**src/hw/mpr_params.svh**
```systemverilog
// Offsets, field positions, reset values and region count.
// Behaviour
// - Valid clear: base goes to selected region.
// - Valid set: region number loads, then base.
// - Valid bit always reads back as zero.
// - Region field reads the region number register.
// - Attribute register takes word and halfword accesses.
// - Bit 28 forbids instruction fetch when set.
// - Bits 15..8 disable subregions, one each.
// - Region size is two to size plus one.
// - Largest size code means base is zero.
// - Base field spans bits 31 down to N.
// - Attributes apply to selected region; bit 0 enables.
// - Permission, type extension, S, C, B bit positions.
// - Aliases behave exactly like primary registers.
// - Eight regions, region numbers 0 to 7.
`ifndef MPR_PARAMS_SVH
`define MPR_PARAMS_SVH

`define MPR_OFS_REGION_NUMBER   8'h98
`define MPR_OFS_BASE            8'h9C
`define MPR_OFS_ATTR            8'hA0
`define MPR_OFS_BASE_ALIAS_ONE  8'hA4
`define MPR_OFS_ATTR_ALIAS_ONE  8'hA8

`define MPR_REGIONS             8
`define MPR_BASE_LOW_BIT        5
`define MPR_BASE_VALID_BIT      4
`define MPR_REGION_MSB          2

`define MPR_XN_BIT              28
`define MPR_AP_LSB              24
`define MPR_TEX_LSB             19
`define MPR_S_BIT               18
`define MPR_C_BIT               17
`define MPR_B_BIT               16
`define MPR_SRD_LSB             8
`define MPR_SIZE_LSB            1
`define MPR_ENABLE_BIT          0

`define MPR_RESET_WORD          32'h0000_0000
`define MPR_RESET_REGION        3'h0

`endif

```
**src/hw/mpr_pkg.sv**
```systemverilog
// Types shared by the region configuration registers.
package mpr_pkg;

  typedef struct packed {
    logic       no_execute;
    logic [2:0] access_permission;
    logic [2:0] type_extension;
    logic       shareable;
    logic       cacheable;
    logic       bufferable;
    logic [7:0] subregion_disable;
    logic [4:0] size;
    logic       enable;
  } mpr_attr_t;

  typedef struct packed {
    logic [31:0] base;
    mpr_attr_t   attr;
  } mpr_region_t;

endpackage

```
**src/hw/mpr_region_regs.sv**
```systemverilog
// Region base and attribute registers, with aliases, for eight regions.
`timescale 1ns/1ps
`include "mpr_params.svh"

module mpr_region_regs (
  input  wire logic                       CLOCK,
  input  wire logic                       RST_N,
  input  wire logic [7:0]                 BUS_ADDR,
  input  wire logic [31:0]                BUS_WDATA,
  input  wire logic                       BUS_WRITE,
  input  wire logic                       BUS_READ,
  input  wire logic                       BUS_HALF,
  output logic [31:0]                     BUS_RDATA,
  output logic [2:0]                      REGION_SEL,
  output mpr_pkg::mpr_region_t [7:0]      REGION_CFG
);

  // Converts stored attributes to the register layout.
  function automatic logic [31:0] attr_to_word(input mpr_pkg::mpr_attr_t a);
    logic [31:0] w;
    w = `MPR_RESET_WORD;
    w[`MPR_XN_BIT] = a.no_execute;
    w[`MPR_AP_LSB +: 3] = a.access_permission;
    w[`MPR_TEX_LSB +: 3] = a.type_extension;
    w[`MPR_S_BIT] = a.shareable;
    w[`MPR_C_BIT] = a.cacheable;
    w[`MPR_B_BIT] = a.bufferable;
    w[`MPR_SRD_LSB +: 8] = a.subregion_disable;
    w[`MPR_SIZE_LSB +: 5] = a.size;
    w[`MPR_ENABLE_BIT] = a.enable;
    return w;
  endfunction

  // Picks the attribute fields out of a written word; other bits drop.
  function automatic mpr_pkg::mpr_attr_t word_to_attr(input logic [31:0] w);
    mpr_pkg::mpr_attr_t a;
    a.no_execute = w[`MPR_XN_BIT];
    a.access_permission = w[`MPR_AP_LSB +: 3];
    a.type_extension = w[`MPR_TEX_LSB +: 3];
    a.shareable = w[`MPR_S_BIT];
    a.cacheable = w[`MPR_C_BIT];
    a.bufferable = w[`MPR_B_BIT];
    a.subregion_disable = w[`MPR_SRD_LSB +: 8];
    a.size = w[`MPR_SIZE_LSB +: 5];
    a.enable = w[`MPR_ENABLE_BIT];
    return a;
  endfunction

  // Clears base bits below the region size; the largest code clears all.
  function automatic logic [31:0] base_masked(input logic [26:0] b,
                                              input logic [4:0]  sz);
    logic [31:0] w;
    w = `MPR_RESET_WORD;
    for (int i = `MPR_BASE_LOW_BIT; i < 32; i++) begin
      w[i] = b[i - `MPR_BASE_LOW_BIT] & (i > int'(sz));
    end
    return w;
  endfunction

  logic [2:0]          region_sel;
  logic [26:0]         base_mem [0:`MPR_REGIONS-1];
  mpr_pkg::mpr_attr_t  attr_mem [0:`MPR_REGIONS-1];

  wire logic [5:0]     word_addr;
  wire logic           hit_number;
  wire logic           hit_base;
  wire logic           hit_attr;
  wire logic           wr_number;
  wire logic           wr_base;
  wire logic           wr_attr;
  wire logic           wr_valid;
  wire logic [2:0]     wr_region;
  wire logic [2:0]     base_target;
  wire logic [31:0]    attr_cur_word;
  wire logic [31:0]    attr_merged;
  wire logic [31:0]    base_read;
  wire logic [31:0]    number_read;
  wire logic [31:0]    next_rdata;
  wire mpr_pkg::mpr_attr_t attr_cur;
  wire mpr_pkg::mpr_attr_t next_attr;

  assign word_addr  = BUS_ADDR[7:2];

  // Primary and alias decode to the same storage.
  assign hit_number = word_addr == `MPR_OFS_REGION_NUMBER >> 2;
  assign hit_base   = (word_addr == `MPR_OFS_BASE >> 2) ||
                      (word_addr == `MPR_OFS_BASE_ALIAS_ONE >> 2);
  assign hit_attr   = (word_addr == `MPR_OFS_ATTR >> 2) ||
                      (word_addr == `MPR_OFS_ATTR_ALIAS_ONE >> 2);

  // Halfword writes reach only the attribute register.
  assign wr_number  = BUS_WRITE && hit_number && !BUS_HALF;
  assign wr_base    = BUS_WRITE && hit_base && !BUS_HALF;
  assign wr_attr    = BUS_WRITE && hit_attr;

  assign wr_valid   = BUS_WDATA[`MPR_BASE_VALID_BIT];
  assign wr_region  = BUS_WDATA[`MPR_REGION_MSB:0];

  // Valid set steers the base to the written region.
  assign base_target = wr_valid ? wr_region : region_sel;

  // Attribute accesses always refer to the selected region.
  assign attr_cur      = attr_mem[region_sel];
  assign attr_cur_word = attr_to_word(attr_cur);

  // Upper halfword holds attributes, lower holds size and enables.
  assign attr_merged = !BUS_HALF ? BUS_WDATA :
                       BUS_ADDR[1] ? {BUS_WDATA[31:16], attr_cur_word[15:0]} :
                       {attr_cur_word[31:16], BUS_WDATA[15:0]};
  assign next_attr   = word_to_attr(attr_merged);

  assign number_read = {29'h0, region_sel};

  // Valid reads zero; region field shows the region number register.
  assign base_read = base_masked(base_mem[region_sel], attr_cur.size) |
                     {27'h0, 1'b0, 1'b0, region_sel};

  // Unmapped addresses read zero.
  assign next_rdata = !BUS_READ  ? `MPR_RESET_WORD :
                      hit_number ? number_read :
                      hit_base   ? base_read :
                      hit_attr   ? attr_cur_word : `MPR_RESET_WORD;

  // Region number register.
  always_ff @(posedge CLOCK) begin
    if (!RST_N) begin
      region_sel <= `MPR_RESET_REGION;
    end else if (wr_number) begin
      region_sel <= wr_region;
    end else if (wr_base && wr_valid) begin
      region_sel <= wr_region;
    end
  end

  // Read data stands for the cycle after the read strobe only.
  always_ff @(posedge CLOCK) begin
    if (!RST_N) begin
      BUS_RDATA <= `MPR_RESET_WORD;
    end else begin
      BUS_RDATA <= next_rdata;
    end
  end

  assign REGION_SEL = region_sel;

  // Per-region storage and registered configuration outputs.
  generate
    for (genvar r = 0; r < `MPR_REGIONS; r++) begin : g_region
      always_ff @(posedge CLOCK) begin
        if (!RST_N) begin
          base_mem[r] <= 27'h0;
        end else if (wr_base && (base_target == 3'(r))) begin
          base_mem[r] <= BUS_WDATA[31:`MPR_BASE_LOW_BIT];
        end
      end

      always_ff @(posedge CLOCK) begin
        if (!RST_N) begin
          attr_mem[r] <= '0;
        end else if (wr_attr && (region_sel == 3'(r))) begin
          attr_mem[r] <= next_attr;
        end
      end

      // Effective base honours the size; size code 31 yields zero.
      always_ff @(posedge CLOCK) begin
        if (!RST_N) begin
          REGION_CFG[r] <= '0;
        end else begin
          REGION_CFG[r].base <= base_masked(base_mem[r],
                                            attr_mem[r].size);
          REGION_CFG[r].attr <= attr_mem[r];
        end
      end
    end
  endgenerate

endmodule // mpr_region_regs

```
**config.mk**
```make
export PLATFORM = sky130hd
export DESIGN_NAME = mpr_region_regs
export DESIGN_NICKNAME = d
export VERILOG_FILES = /design/src/hw/mpr_pkg.sv /design/src/hw/mpr_region_regs.sv
export VERILOG_INCLUDE_DIRS = /design/src /design/src/hw
export SDC_FILE = /design/constraint.sdc
export NUM_CORES = 1
export LEC_CHECK = 0
export CORE_MARGIN = 2
export CORE_UTILIZATION = 53
export DETAILED_ROUTE_END_ITERATION = 10
export DONT_BUFFER_PORTS = 1
export PLACE_DENSITY = 0.74
export SLEW_MARGIN = 10
export SYNTH_ARGS = -nofsm -noshare
export SYNTH_HDL_FRONTEND = slang
export SYNTH_SLANG_ARGS = --single-unit
```
**constraint.sdc**
```tcl
create_clock -name CLOCK -period 4.65 [get_ports CLOCK]
set_input_delay 0.465 -clock CLOCK [delete_from_list [all_inputs] [get_ports CLOCK]]
set_output_delay 0.465 -clock CLOCK [all_outputs]
set_load 0.03 [all_outputs]
```
==> results_dict.tcl <==
set metrics [dict create \
    status "finished, final reports clean" \
    drc 0 \
    synth_seq_area_share_pct 65.1 \
    synthTopCellsByCount "dfxtp_1, and2_1, edfxtp_1" \
    start_kind "flip-flop" \
    cp.required_ns 4.96 \
    grt_overflow 0 \
    synth.top_cell.area_share_pct 37.6 \
    fmax_ghz 0.306 \
    path_buf_inv 1 \
    drv_cap 0 \
    cts_resized 0 \
    hold_slack_ns 0.00806 \
    drv_slew 0 \
    first_pass_iters 7 \
    crit_slowest_cell "dfxtp_1" \
    ys_warn_count 0 \
    ys_ff_latch 854 \
    clock_latency_ns 0.66 \
    synth_area_um2 32500 \
    clock_sinks 854 \
    dpl.hpwl_um 75600 \
    portBuffers 0 \
    synth_top_cell_by_area "edfxtp_1" \
    ant_nets 0 \
    synth_edf_count 408 \
    clkSlewWorstSetupHoldPaths_ns 0.07 \
    tritoncts "built" \
    yosysMostFrequentCell "dfxtp_1" \
    ir_worst_vdd_mv 0.307 \
    maxSlewHeadroom_pct 12.1 \
    grt_first_pass_wirelength_um 155000 \
    min_period_ns 3.27 \
    setup_viol 0 \
    fin_crit_sh_pct 70.4 \
    fin_tns_setup_ns 0 \
    dieHeight_um 252 \
    synth_area_leaders "edfxtp_1, dfxtp_1, and2_1" \
    antenna_found_initial 18 \
    grt_max_degree 268 \
    worstSetupPathType "reg -> reg" \
    core_um2 60600 \
    worstPathArrival_ns 3.59 \
    p_leak_nw 13.7 \
    cp_max_fo 15 \
    vias 21400 \
    worst_slew_pin_slew_ns 1.32 \
    grt_usage_pct 34.9 \
    start_util_pct 53.7 \
    drtIter0Drc 3055 \
    post_drt_via_cell_ratio 6.43 \
    htree_levels 3 \
    ctsHoldBuffers 12 \
    postCtsSetupBuffers 0 \
    cp_top_family "compound AO/OA/AOI/OAI gates" \
    dp_cells 3155 \
    finalHoldViolCount 0 \
    cts-buffers-inserted 84 \
    cp-end-kind "flip-flop" \
    crit_chain "mux2i_2 -> o2111ai_2 -> or2_2 -> o21ai_4 -> buf_4" \
    drive_above_1_share_pct 12.9 \
    dieArea_um2 63400 \
    power_density_nw_per_um2 453 \
    cts_root_buf "clkbuf_16" \
    async_flop_share_pct 0 \
    wire_per_inst_um 34.0 \
    rsz0062_at_grt "false" \
    grt_pass1_vias 20500 \
    gp_congestion 0.955 \
    syn_inst 2513 \
    die_w_um 252 \
    cpPeakStageDelay_ns 0.57 \
    ff_latch_area_um2 21200 \
    avgSynthCellArea_um2 13.0 \
    p_total_mw 16.4 \
    finClkSkew_ns 0.0398 \
    instances_no_fill 3329 \
    final_nets 2516 \
    yosysUniqueCellTypes 66 \
    io_pins 528 \
    synthToLayoutAreaGrowth_pct 10.9 \
    hold_class "in -> reg" \
    multi_input_area_um2 10600 \
    synth_ff_type "dfxtp_1" \
    wl_um 113000 \
    rows 90 \
    n_fill_cell 4699 \
    cts_buffer_depth 3 \
]
## power by group
group	switching, mW	leakage [nW]	total, mW	internal, mW
registers	0.488	7.81	8.62	8.14
logic	0.463	4.44	0.668	0.205
clock network	2.97	1.46	7.07	4.10
total	3.92	13.7	16.4	12.4
## cell type report
type | count | area share [%]
sequential | 854 | 58.7
multi-input combinational | 1480 | 29.3
clock buffer | 122 | 7.24
tap | 782 | 2.71
timing repair buffer | 42 | 1.11
clock inverter | 34 | 0.783
inverter | 9 | 0.0936
antenna | 6 | 0.0416
## flip-flops by register name, indices dropped and copies added (netlist names), named ones only
name	flops
base_mem	216
REGION_SEL	3
attr_mem	192
REGION_CFG	408
BUS_RDATA	32
## metal layers
metal | global-route usage (%) | part of all wire, %
met5 | 0 | 0.050
met3 | 13.3 | 14
met4 | 16.4 | 5.3
met2 | 54.3 | 46
met1 | 43.2 | 35
## worst paths after layout
| kind | start | endpoint | slack [ns] | cells past startpoint |
|---|---|---|---|---|
| worst min register to register | base_mem[0][3]$_SDFFCE_PN0P_ | REGION_CFG[32]$_SDFF_PN0_ | 0.46 | 1 |
| worst max register to register | REGION_SEL[1]$_SDFFE_PN0N_ | base_mem[1][18]$_SDFFCE_PN0P_ | 1.38 | 5 |
| worst max-delay path | REGION_SEL[1]$_SDFFE_PN0N_ | base_mem[1][18]$_SDFFCE_PN0P_ | 1.38 | 5 |
| worst min-delay path | BUS_WDATA[13] | base_mem[4][8]$_SDFFCE_PN0P_ | 0.008 | 1 |
## layout by cell type (no fill, tap or decap), drive strengths merged, types with 21 or more instances in the layout
| cell type | n |
|---|---|
| a31oi | 23 |
| clkbuf | 122 |
| nor3 | 21 |
| and2 | 432 |
| conb | 40 |
| nor2 | 241 |
| o21ai | 71 |
| edfxtp | 408 |
| buf | 31 |
| a21oi | 84 |
| clkinv | 21 |
| nand2 | 170 |
| dfxtp | 446 |
| mux4 | 102 |
| mux2i | 54 |
| and3 | 75 |
## stage by stage
stage                     utilization [%]  setup WS, ns  cell area, um2
after floorplan                         -         0.613           32700
after global placement               54.5          1.49           33000
after detailed placement             54.5          1.42           33000
after CTS                            59.6          1.40           36100
after global routing                 59.6          1.30           36100
final                                59.6          1.38           36100
## logic make-up after synthesis
kind of cell / after synthesis / share of synthesized area [%]
buffers and inverters: 218 / 3.50
multiplexers: 171 / 10.0
AND/OR/NAND/NOR: 1002 / 16.3
AO/OA/AOI/OAI: 267 / 5.07
flip-flops: 854 / 65.1
other: 1 / 0.0115
Power figures use the tool's default switching activity.
